File: config.mk
export PLATFORM = sky130hd
export DESIGN_NAME = duc_top
export DESIGN_NICKNAME = d
export VERILOG_FILES = /design/src/design/duc_pkg.sv /design/src/design/duc_queue_if.sv /design/src/design/duc_queue_mem.sv /design/src/design/duc_top.sv
export VERILOG_INCLUDE_DIRS = /design/src /design/src/design
export SDC_FILE = /design/constraint.sdc
export NUM_CORES = 1
export LEC_CHECK = 0
export ABC_AREA = 1
export BUFFER_PORTS_ARGS = -buffer_cell sky130_fd_sc_hd__buf_4
export CAP_MARGIN = 20
export CORE_MARGIN = 4
export CORE_UTILIZATION = 57
export CTS_CLUSTER_SIZE = 24
export DETAILED_ROUTE_END_ITERATION = 8
export GPL_TIMING_DRIVEN = 0
export PLACE_DENSITY_LB_ADDON = 0.05
export SLEW_MARGIN = 20
export SYNTH_ARGS = -nofsm -noshare
export SYNTH_HDL_FRONTEND = slang
export SYNTH_SLANG_ARGS = --single-unit
File: constraint.sdc
create_clock -name clk_i -period 2.1 [get_ports clk_i]
set_input_delay 0.42 -clock clk_i [delete_from_list [all_inputs] [get_ports clk_i]]
set_output_delay 0.42 -clock clk_i [all_outputs]
set_load 0.1 [all_outputs]
File: src/design/duc_defines.svh
// Timing and layout constants for the DAC update and busy control block
`ifndef DUC_DEFINES_SVH
`define DUC_DEFINES_SVH
`define DUC_CLK_MHZ        25
`define DUC_CLR_US_16CH    20
`define DUC_CLR_US_8CH     15
`define DUC_RST_US         270
`define DUC_CLR_CYC_16CH   (`DUC_CLR_US_16CH * `DUC_CLK_MHZ)
`define DUC_CLR_CYC_8CH    (`DUC_CLR_US_8CH * `DUC_CLK_MHZ)
`define DUC_RST_CYC        (`DUC_RST_US * `DUC_CLK_MHZ)
`define DUC_CALC_CYC       16
`define DUC_FRAME_BITS     24
`define DUC_MON_EXT0       5'h10
`define DUC_MON_EXT1       5'h11
`define DUC_CLR_CODE_RST   14'h0000
`endif

File: src/design/duc_pkg.sv
// Types shared by the DAC update and busy control block
package duc_pkg;
  typedef enum logic [4:0] {
    DUC_IDLE  = 5'b0_0001,
    DUC_CALC  = 5'b0_0010,
    DUC_LOAD  = 5'b0_0100,
    DUC_CLEAR = 5'b0_1000,
    DUC_RESET = 5'b1_0000
  } duc_state_e;
endpackage

File: src/design/duc_queue_if.sv
// Write queue carrier between top and memory module
`timescale 1ns/1ps
interface duc_queue_if #(parameter int DW = 24);
  logic          wr_en;
  logic [DW-1:0] wr_data;
  logic          rd_en;
  logic [DW-1:0] rd_data;
  logic          empty;
  logic          full;
  modport owner (output wr_en, output wr_data, output rd_en,
                 input rd_data, input empty, input full);
  modport store (input wr_en, input wr_data, input rd_en,
                 output rd_data, output empty, output full);
endinterface

File: src/design/duc_queue_mem.sv
// Small queue memory holding register writes made while busy
`timescale 1ns/1ps
module duc_queue_mem #(
  parameter int DW    = 24,
  parameter int DEPTH = 8
) (
  input  wire logic  clk_i,   // Clock
  input  wire logic  nrst_i,  // Async reset, active low
  input  wire logic  en_i,    // Clock enable
  input  wire logic  flush_i, // Empty the queue
  duc_queue_if.store q        // Queue port
);
  localparam int AW = $clog2(DEPTH);
  logic [DW-1:0] mem [DEPTH];
  logic [AW:0]   wp_r;
  logic [AW:0]   rp_r;
  logic [DW-1:0] rd_r;
  logic          do_wr;
  logic          do_rd;

  assign q.empty   = (wp_r == rp_r);
  assign q.full    = (wp_r[AW-1:0] == rp_r[AW-1:0]) && (wp_r[AW] != rp_r[AW]);
  assign q.rd_data = rd_r;
  assign do_wr     = en_i && q.wr_en && !q.full && !flush_i;
  assign do_rd     = en_i && q.rd_en && !q.empty && !flush_i;

  always_ff @(posedge clk_i) begin
    if (do_wr) begin
      mem[wp_r[AW-1:0]] <= q.wr_data;
    end
  end

  always_ff @(posedge clk_i or negedge nrst_i) begin
    if (!nrst_i) begin
      wp_r <= '0;
      rp_r <= '0;
      rd_r <= '0;
    end else if (en_i) begin
      if (flush_i) begin
        wp_r <= '0;
        rp_r <= '0;
      end else begin
        if (do_wr) begin
          wp_r <= wp_r + 1'b1;
        end
        if (do_rd) begin
          rp_r <= rp_r + 1'b1;
          rd_r <= mem[rp_r[AW-1:0]];
        end
      end
    end
  end
endmodule

File: src/design/duc_top.sv
// DAC update, busy, clear and reset control with serial framing
//
// Function
// - Frame sync low starts bit counter; register updates after full frame counted
// - Two-wire mode uses frame sync and chain pins as address bits
// - Four-wire mode: chain enable high cascades data to readback output
// - Readback shifted on clock rise, tristated when idle; host samples on fall
// - Busy low while computing a channel's corrected data word
// - Writes during calculation queue in FIFO; DAC updates blocked
// - Load request while not busy transfers input registers to DAC immediately
// - Load request during calculation is stored, applied when busy returns high
// - During reset busy low, interfaces disabled, load events discarded
// - Clear acts on falling edge; load pulses ignored while clear low
// - Clear loads clear code to all channels; busy 20 or 15 us
// - Reset falling edge starts power-on equivalent register reset sequence
// - Reset sequence 270 us max, busy low throughout, then high
// - After reset, pin level ignored until next falling edge
// - Reference pin defaults to input; control bit selects internal drive
// - Monitor enabled routes any selected channel to monitor output
// - Monitor selector can route either external monitor input
// - Interface select high chooses four-wire, low chooses two-wire
// - Serial interface keeps working while power-down is high
`timescale 1ns/1ps
`include "duc_defines.svh"
module duc_top
  import duc_pkg::*;
#(
  parameter int          CHANNELS = 16,
  parameter int          FRAME    = `DUC_FRAME_BITS,
  parameter int          CALC_CYC = `DUC_CALC_CYC,
  parameter int unsigned RST_CYC  = `DUC_RST_CYC,
  parameter int          QDEPTH   = 8
) (
  input  wire logic        clk_i,                   // Clock 25 MHz
  input  wire logic        nrst_i,                  // Async reset, active low
  input  wire logic        en_i,                    // Clock enable
  input  wire logic        sclk_i,                  // Serial clock pin
  input  wire logic        frame_sync_addr_bit0_i,  // Frame sync / address bit 0
  input  wire logic        chain_enable_addr_bit1_i, // Chain enable / address bit 1
  input  wire logic        din_i,                   // Serial data in
  input  wire logic        if_sel_i,                // High four-wire, low two-wire
  input  wire logic        power_down_in_i,         // Power-down level
  input  wire logic        load_outputs_n_i,        // Load outputs, active low
  input  wire logic        clear_to_code_n_i,       // Clear to code, active low
  input  wire logic        reset_n_i,               // Digital reset pin, active low
  input  wire logic        int_ref_sel_i,           // Select internal reference
  input  wire logic        mon_en_i,                // Monitor enable
  input  wire logic [4:0]  mon_sel_i,               // Monitor source select
  input  wire logic [13:0] clear_code_i,            // Clear code value
  output logic             serial_readback_out_o,   // Readback data
  output logic             serial_readback_oe_o,    // Readback drive enable
  output logic             busy_n_o,                // Busy, low while working
  output logic [1:0]       bus_addr_bits_o,         // Two-wire address bits
  output logic             frame_done_o,            // Frame counted, pulse
  output logic [FRAME-1:0] frame_word_o,            // Received frame word
  output logic             dac_load_o,              // Input to DAC transfer, pulse
  output logic             clear_load_o,            // Clear code load, pulse
  output logic [13:0]      clear_value_o,           // Code loaded on clear
  output logic             regs_reset_o,            // Registers to defaults, level
  output logic             reference_pin_oe_o,      // Reference pin driven
  output logic             mon_path_en_o,           // Monitor switch closed
  output logic [4:0]       monitor_output_sel_o     // Monitor source routed
);
  localparam int          CW      = $clog2(FRAME + 1);
  localparam int unsigned CLR_CYC = (CHANNELS > 8) ? `DUC_CLR_CYC_16CH : `DUC_CLR_CYC_8CH;
  // Shared countdown must hold the longest of the reset, clear and calculation spans
  localparam int unsigned T_MAX1  = (RST_CYC > CLR_CYC) ? RST_CYC : CLR_CYC;
  localparam int unsigned T_MAX   = (T_MAX1 > CALC_CYC) ? T_MAX1 : CALC_CYC;
  localparam int          TW      = $clog2(T_MAX + 1);

  typedef struct packed {
    logic [1:0]       sclk_s;
    logic [1:0]       sync_s;
    logic [1:0]       dcen_s;
    logic [1:0]       din_s;
    logic [1:0]       load_outputs_n_s;
    logic [1:0]       clr_s;
    logic [1:0]       rst_s;
    logic [1:0]       isel_s;
    logic             sclk_d;
    logic             load_outputs_n_d;
    logic             clr_d;
    logic             rst_d;
    logic [CW-1:0]    bits;
    logic [FRAME-1:0] shreg;
    logic             serial_readback_out;
    logic             sdo_oe;
    logic             pend;
    logic [TW-1:0]    timer;
    duc_state_e       st;
    logic             done;
    logic [FRAME-1:0] word;
    logic             load;
    logic             cload;
    logic [13:0]      cval;
  } duc_s;

  duc_s r_r;
  duc_s r_nxt;

  duc_queue_if #(.DW(FRAME)) q ();
  duc_queue_mem #(.DW(FRAME), .DEPTH(QDEPTH)) u_queue (
    .clk_i   (clk_i),
    .nrst_i  (nrst_i),
    .en_i    (en_i),
    .flush_i (r_r.st == DUC_RESET),
    .q       (q.store)
  );

  function automatic logic fell(input logic prev, input logic now);
    fell = prev && !now;
  endfunction

  // Last cycle of any countdown
  function automatic logic last_tick(input logic [TW-1:0] t);
    last_tick = (t == TW'(1));
  endfunction

  logic sclk_rise;
  logic sclk_fall;
  logic load_outputs_n_fall;
  logic clr_fall;
  logic rst_fall;
  logic spi_mode;
  logic iface_on;
  logic calc_end;

  always_comb begin
    sclk_rise = !r_r.sclk_d && r_r.sclk_s[1];
    sclk_fall = fell(r_r.sclk_d, r_r.sclk_s[1]);
    load_outputs_n_fall = fell(r_r.load_outputs_n_d, r_r.load_outputs_n_s[1]);
    clr_fall  = fell(r_r.clr_d, r_r.clr_s[1]);
    rst_fall  = fell(r_r.rst_d, r_r.rst_s[1]);
    spi_mode  = r_r.isel_s[1];
    iface_on  = (r_r.st != DUC_RESET) && (r_r.st != DUC_CLEAR);
    calc_end  = (r_r.st == DUC_CALC) && last_tick(r_r.timer);
  end

  // Queued writes handed to the calculation engine one at a time
  always_comb begin
    q.wr_en   = r_nxt.done;
    q.wr_data = r_nxt.word;
    q.rd_en   = (r_r.st == DUC_IDLE) && !q.empty;
  end

  always_comb begin
    r_nxt        = r_r;
    r_nxt.sclk_s = {r_r.sclk_s[0], sclk_i};
    r_nxt.sync_s = {r_r.sync_s[0], frame_sync_addr_bit0_i};
    r_nxt.dcen_s = {r_r.dcen_s[0], chain_enable_addr_bit1_i};
    r_nxt.din_s  = {r_r.din_s[0], din_i};
    r_nxt.load_outputs_n_s = {r_r.load_outputs_n_s[0], load_outputs_n_i};
    r_nxt.clr_s  = {r_r.clr_s[0], clear_to_code_n_i};
    r_nxt.rst_s  = {r_r.rst_s[0], reset_n_i};
    r_nxt.isel_s = {r_r.isel_s[0], if_sel_i};
    r_nxt.sclk_d = r_r.sclk_s[1];
    r_nxt.load_outputs_n_d = r_r.load_outputs_n_s[1];
    r_nxt.clr_d  = r_r.clr_s[1];
    r_nxt.rst_d  = r_r.rst_s[1];
    r_nxt.done   = 1'b0;
    r_nxt.load   = 1'b0;
    r_nxt.cload  = 1'b0;

    if (!spi_mode || !iface_on || r_r.sync_s[1]) begin
      r_nxt.bits   = '0;
      r_nxt.sdo_oe = 1'b0;
    end else begin
      r_nxt.sdo_oe = 1'b1;
      if (sclk_fall) begin
        r_nxt.shreg = {r_r.shreg[FRAME-2:0], r_r.din_s[1]};
        if (r_r.bits == CW'(FRAME - 1)) begin
          r_nxt.bits = '0;
          r_nxt.done = 1'b1;
          r_nxt.word = {r_r.shreg[FRAME-2:0], r_r.din_s[1]};
        end else begin
          r_nxt.bits = r_r.bits + 1'b1;
        end
      end
      // chain cascade
      // First cycle of a frame puts the held MSB out before the first falling edge
      if (sclk_rise || !r_r.sdo_oe) begin
        r_nxt.serial_readback_out = r_r.dcen_s[1] ? r_r.shreg[FRAME-1] : 1'b0;
      end
    end

    if (load_outputs_n_fall && r_r.clr_s[1] && iface_on) begin
      r_nxt.pend = 1'b1;
    end

    case (r_r.st)
      DUC_IDLE: begin
        if (!q.empty) begin
          r_nxt.st    = DUC_CALC;
          r_nxt.timer = TW'(CALC_CYC);
        end else if (r_r.pend || r_nxt.pend) begin
          r_nxt.st = DUC_LOAD;
        end
      end
      DUC_CALC: begin
        r_nxt.timer = r_r.timer - 1'b1;
        if (calc_end) begin
          r_nxt.st = DUC_IDLE;
        end
      end
      DUC_LOAD: begin
        r_nxt.load = 1'b1;
        r_nxt.pend = load_outputs_n_fall && r_r.clr_s[1];
        r_nxt.st   = DUC_IDLE;
      end
      DUC_CLEAR: begin
        r_nxt.timer = r_r.timer - 1'b1;
        if (last_tick(r_r.timer)) begin
          r_nxt.st = DUC_IDLE;
        end
      end
      DUC_RESET: begin
        r_nxt.timer = r_r.timer - 1'b1;
        if (last_tick(r_r.timer)) begin
          r_nxt.st = DUC_IDLE;
        end
      end
      default: begin
        r_nxt.st = DUC_IDLE;
      end
    endcase

    if (clr_fall && r_r.st != DUC_RESET) begin
      r_nxt.st    = DUC_CLEAR;
      r_nxt.timer = TW'(CLR_CYC);
      r_nxt.cload = 1'b1;
      r_nxt.cval  = clear_code_i;
    end
    if (rst_fall) begin
      r_nxt.st    = DUC_RESET;
      r_nxt.timer = TW'(RST_CYC);
      r_nxt.pend  = 1'b0;
      r_nxt.load  = 1'b0;
      r_nxt.cload = 1'b0;
      r_nxt.bits  = '0;
    end
  end

  always_ff @(posedge clk_i or negedge nrst_i) begin
    if (!nrst_i) begin
      r_r        <= '0;
      // Serial clock idles high, so no false edge after reset
      r_r.sclk_s <= 2'h3;
      r_r.sclk_d <= 1'b1;
      r_r.isel_s <= 2'h3;
      r_r.sync_s <= 2'h3;
      r_r.load_outputs_n_s <= 2'h3;
      r_r.clr_s  <= 2'h3;
      r_r.rst_s  <= 2'h3;
      r_r.load_outputs_n_d <= 1'b1;
      r_r.clr_d  <= 1'b1;
      r_r.rst_d  <= 1'b1;
      r_r.cval   <= `DUC_CLR_CODE_RST;
      r_r.st     <= DUC_RESET;
      r_r.timer  <= TW'(RST_CYC);
    end else if (en_i) begin
      r_r <= r_nxt;
    end
  end

  always_comb begin
    serial_readback_out_o = r_r.serial_readback_out;
    serial_readback_oe_o  = r_r.sdo_oe;
    busy_n_o              = (r_r.st == DUC_IDLE);
    bus_addr_bits_o       = spi_mode ? 2'h0 : {r_r.dcen_s[1], r_r.sync_s[1]};
    frame_done_o          = r_r.done;
    frame_word_o          = r_r.word;
    dac_load_o            = r_r.load;
    clear_load_o          = r_r.cload;
    clear_value_o         = r_r.cval;
    regs_reset_o          = (r_r.st == DUC_RESET);
    reference_pin_oe_o    = int_ref_sel_i;
    mon_path_en_o         = mon_en_i && ((mon_sel_i < 5'(CHANNELS))
                            || (mon_sel_i == `DUC_MON_EXT0) || (mon_sel_i == `DUC_MON_EXT1));
    monitor_output_sel_o  = mon_sel_i;
  end
endmodule

# == Word-level counts from Yosys, hierarchy flattened ==
# Index checks and enable logic that the tools add are counted.
# Widths: inputs -> output; s select.
# totals
memories,0
rom_bits,0
register_bits,119
latch_bits,0
mem_bits_rw,0
wordCells,129
# classes
bitwise,1
multipliers,0
div,0
shift,0
n_mux,28
n_eq_ne,18
n_reduce_logical,51
n_addsub,4
order_cmp,1
# ops
operator,n
$mux 25,3
$mux 5,7
$mux 29,1
$pmux 13 s2,1
$eq 5x5->1 const B,4
$logic_and 1x1->1,19
$mux 19,1
$mux 18,1
$mux 4,4
$mux 15,1
$pmux 5 s3,1
$eq 13x1->1 const B,1
$mux 13,1
$sub 13x1->13 const B,1
$logic_not 1->1,11
$reduce_and 3->1,3
$add 4x1->4 const B,2
$reduce_and 2->1,4
$reduce_and 4->1,2
$logic_or 1x1->1,6
$add 5x1->5 const B,1
$eq 5x1->1 const B,1
$eq 5x2->1 const B,1
$eq 5x3->1 const B,1
19 further kinds,25

# == Longest topological paths before layout ==
# depth
word_depth,11
depth_mapped,12
mapped_depth_nobuf,12

# == By module ==
# A second synthesis with hierarchy kept.
# hier_totals
cells_unflattened,1557
area_unflattened_um2,14936.8
# by_module_without_submodules
mod,cells_per_inst,n_inst,area_per_inst_um2
duc_queue_mem,862,1,9263.9
duc_top,695,1,5672.9

# == Worst setup path after synthesis ==
# Ideal clock, no wire load.
# synth_timing
path_type,input -> output
from,in mon_sel_i[1]
to,out mon_path_en_o
n_path_buf,0
arrival_time_ns,2.938
required_time_ns,1.680
path_stages,2
path_slack_ns,-1.258
path_cell_list,or3_1 > a21boi_0
# synth_between
elab_chain_cells,4
elab_cells_between_ends,6
classes_between,order compare: 1; eq/ne: 2; reduce/logical: 3
# synth_rtl
item,line_no,text
"start, declared",duc_top.sv:48,"input wire logic [4:0] mon_sel_i,"
$lt 5x5->1 or $eq 5x5->1 (tied branches),-,
$logic_or 1x1->1,duc_top.sv:277,mon_path_en_o = mon_en_i && ((mon_sel_i < 5'(CHANNELS))
$logic_or 1x1->1 (*),duc_top.sv:277,
$logic_and 1x1->1 (*),duc_top.sv:277,
"end, declared",duc_top.sv:61,"output logic mon_path_en_o,"
# Mark *: on every way between the ends. The rest lies on a longest branch, timed or not.

# == Final worst setup path ==
# layout_timing
from,reg r_r[44] (netlist bit)
to,out regs_reset_o
# layout_between
elab_chain_cells,1
# layout_rtl
item,line_no,text
"start, declared",duc_top.sv:98,duc_s r_r;
"start signal, assigned",duc_top.sv:261,r_r <= r_nxt;
$eq 5x5->1,duc_top.sv:275,regs_reset_o = (r_r.st == DUC_RESET);
"end, declared",duc_top.sv:59,"output logic regs_reset_o,"
# Every way passes these cells.

==> flow_summary.toml <==
[yosys]
synthesis.area_per_instance_um2 = 8.18
synth.area.top_cells = "dfrtp_1, nand2_1, dfstp_2"
synth_cell_types = 36
synth_edf_count = 0
synth_top_area_share_pct = 39.4
syn_nets = 767
synth_top_area_cell = "dfrtp_1"
yosysWarnings = 0
async_reset_ff_share_pct = 100
ys_ff_latch = 119
synth_area_um2 = 5960
synth_common_cells = "nand2_1, dfrtp_1, inv_1, buf_4, nor2_1"
synthCells = 729
yosysMostFrequentCell = "nand2_1"
synth_flop_cell = "dfrtp_1"
ys_seq_area_share_pct = 50.5

[worst_setup_path]
cpMaxStageDelayCell = "dfrtp_2"
critPathMaxStageDelay_ns = 0.44
cp.arrival_ns = 1.64
setup.worst_path.end_class = "output pin"
setup.worst_path.class = "flop to output pin"
path_cells = "nor2_4 > nand3_4 > buf_12 > clkinvlp_4 > buf_12"
cp_data_required_time_ns = 1.68
critPathLaunchType = "flop"
path_max_fanout = 6
critPathMostFrequentCell = "buf_12"

[die]
fp-row-count = 37
dieHeight_um = 110
start_util_pct = 58.0
io_pins = 87
core-area_um2 = 10300
die_area_um2 = 12200
die_w_um = 110

[sta]
worstMarginPinSlew_ns = 0.532
setup_viol = 0
fin_crit_ns = 2.06
slew_violations = 0
fmax_mhz = 486
post-route-period-util_pct = 98.0
timing.hold.ws_ns = 0.102
slew_headroom_pct = 64.5
skew_ns = 0.00598
setup_slack_ns = 0.0427
rsz0062_at_grt = "true"
hold_viol = 0

[clock_network]
clock_sinks = 119
cts-htree-levels = 4
clk_latency_ns = 0.52
numCtsBuffers = 17
clock_path_buffers = 2
cts_root_buf = "clkbuf_8"
cts_tree = "done"
clkSlewWorstSetupHoldPaths_ns = 0.05

[power]
peakVddDrop_mv = 1.12
p_leak_uw = 0.00382
finalPower_uw = 9460
powerDensity_nw_per_um2 = 1270

[route]
via_count = 4888
viasPerCell = 4.94
dr.pass1.iters = 5
drc_errors = 0
wl_um = 12800
drt_iter0_drc = 220
wl_per_cell_um = 13.0
drt.antenna.violating_nets = 0

[layout]
fillers = 811
post-route-util_pct = 72.7
antenna-diode-count = 0
final_cell_area_um2 = 7470
nNetsFinal = 879
synthToLayoutAreaGrowth_pct = 25.3
drive_gt1_share_pct = 28.3

[worst_hold_path]
hold_class = "primary input to flop"

[grt]
grt_overflow = 0
grt_max_degree = 84
antenna_found_initial = 0
grt_pass1_vias = 4758
grt_pass1_wl_um = 21600
grt_util_all_layers_pct = 22.8

[placement]
gp_congestion = 0.865
place_area_um2 = 6790
port_buffers = 82
dpl_worst_slack_ns = 0.225
hpwl_um = 8900

[job]
maxCapViolations = 0

[status]
status = "finished, final reports clean"
[per-layer routing]
| layer | vias to the layer above | wire (um) | global-route usage (%) |
|---|---|---|---|
| li1 | 2466 | - | - |
| met1 | 2289 | 5620 | 29.7 |
| met2 | 117 | 6440 | 37.4 |
| met3 | 16 | 623 | 5.71 |
| met4 | 0 | 149 | 7.65 |
| met5 | - | 0 | 0 |
[worst max-delay path: cells and delay by family (launching register included)]
family                 cells  cell delay [ns]
DFF                        1             0.44
and+or+nand+nor            2             0.27
buffers and inverters      3             0.40
[power breakdown]
| group | switching, uW | internal (uW) |
|---|---|---|
| registers | 327 | 2760 |
| logic | 2500 | 1100 |
| clock network | 995 | 1770 |
[sequential cells by signal (all words and copies together), names as in the netlist, 4 cells and up]
name,flops
clear_value_o,14
frame_word_o,24
r_nxt,12
r_r,56
u_queue.rp_r,4
u_queue.wp_r,4
[what timing repair did]
item / 4_1_cts / 5_1_grt
buffers inserted: 4 / 5
hold buffers: 1 / 0
hold endpoints to repair: 36 / 0
pin swaps: 1 / 4
resized for setup: 5 / 6
setup endpoints to repair: 2 / 2
[per-stage QoR]
stage,cells,setup TNS [ns]
2_1_floorplan,729,-0.0193
3_3_place_gp,947,0
3_5_place_dp,948,0
4_1_cts,985,0
5_1_grt,990,-0.0107
6_report,990,0
[path summary, 6_finish.rpt]
check                                       start         endpoint  slack (ns)  cells past startpoint
worst max-delay path                      r_r[44]     regs_reset_o        0.04                      5
worst min-delay path            clear_to_code_n_i       r_nxt[100]        0.10                      3
worst max register to register            r_r[91]          r_r[53]        0.21                      9
worst min register to register          r_nxt[98]        r_nxt[98]        0.46                      2
max in group asynchronous                  nrst_i          r_r[58]        1.01                      3
min in group asynchronous                  nrst_i  frame_word_o[3]        0.36                      2
[cell families (layout without fill, tap and decap cells)]
| family | after synthesis | after routing | share of synthesized area, % |
|---|---|---|---|
| AOI/OAI and AO/OA | 75 | 75 | 7.16 |
| buffers and inverters | 137 | 262 | 12.3 |
| DFF | 119 | 119 | 50.5 |
| adders and majority gates | 5 | 5 | 1.05 |
| xor gates and xnor gates | 8 | 8 | 1.18 |
| and+or+nand+nor | 385 | 385 | 27.9 |
[cell usage in the layout (no fill, tap or decap), types with 3 or more instances in the layout]
cell type	netlist	layout
o21ai_1	33	33
o21ai_0	25	25
nor2_2	2	3
clkinv_2	0	3
nor3_1	5	5
o21ai_2	11	11
nand3_1	26	26
nor2_4	5	5
buf_2	4	4
clkbuf_1	8	12
ha_1	5	5
buf_4	47	135
nor2_1	40	39
nand2_1	283	283
inv_1	68	67
dfstp_2	25	25
inv_2	5	5
xor2_1	6	6
buf_6	5	5
clkbuf_16	0	16
buf_12	0	3
clkinvlp_4	0	4
nand3_2	3	3
nand4_1	8	8
dfrtp_1	94	92
clkbuf_8	0	4
[area by class of cell]
| type | count | area, um2 | share of cell area [%] |
|---|---|---|---|
| Clock inverter | 8 | 97.6 | 1.31 |
| Buffer | 64 | 468 | 6.26 |
| Clock buffer | 24 | 470 | 6.30 |
| Timing Repair Buffer | 93 | 749 | 10.0 |
| Inverter | 73 | 278 | 3.72 |
| Multi-Input combinational cell | 473 | 2230 | 29.8 |
| Sequential cell | 119 | 3010 | 40.3 |
| Tap cell | 136 | 170 | 2.28 |
Note: power is estimated with default switching activity, not from simulation.
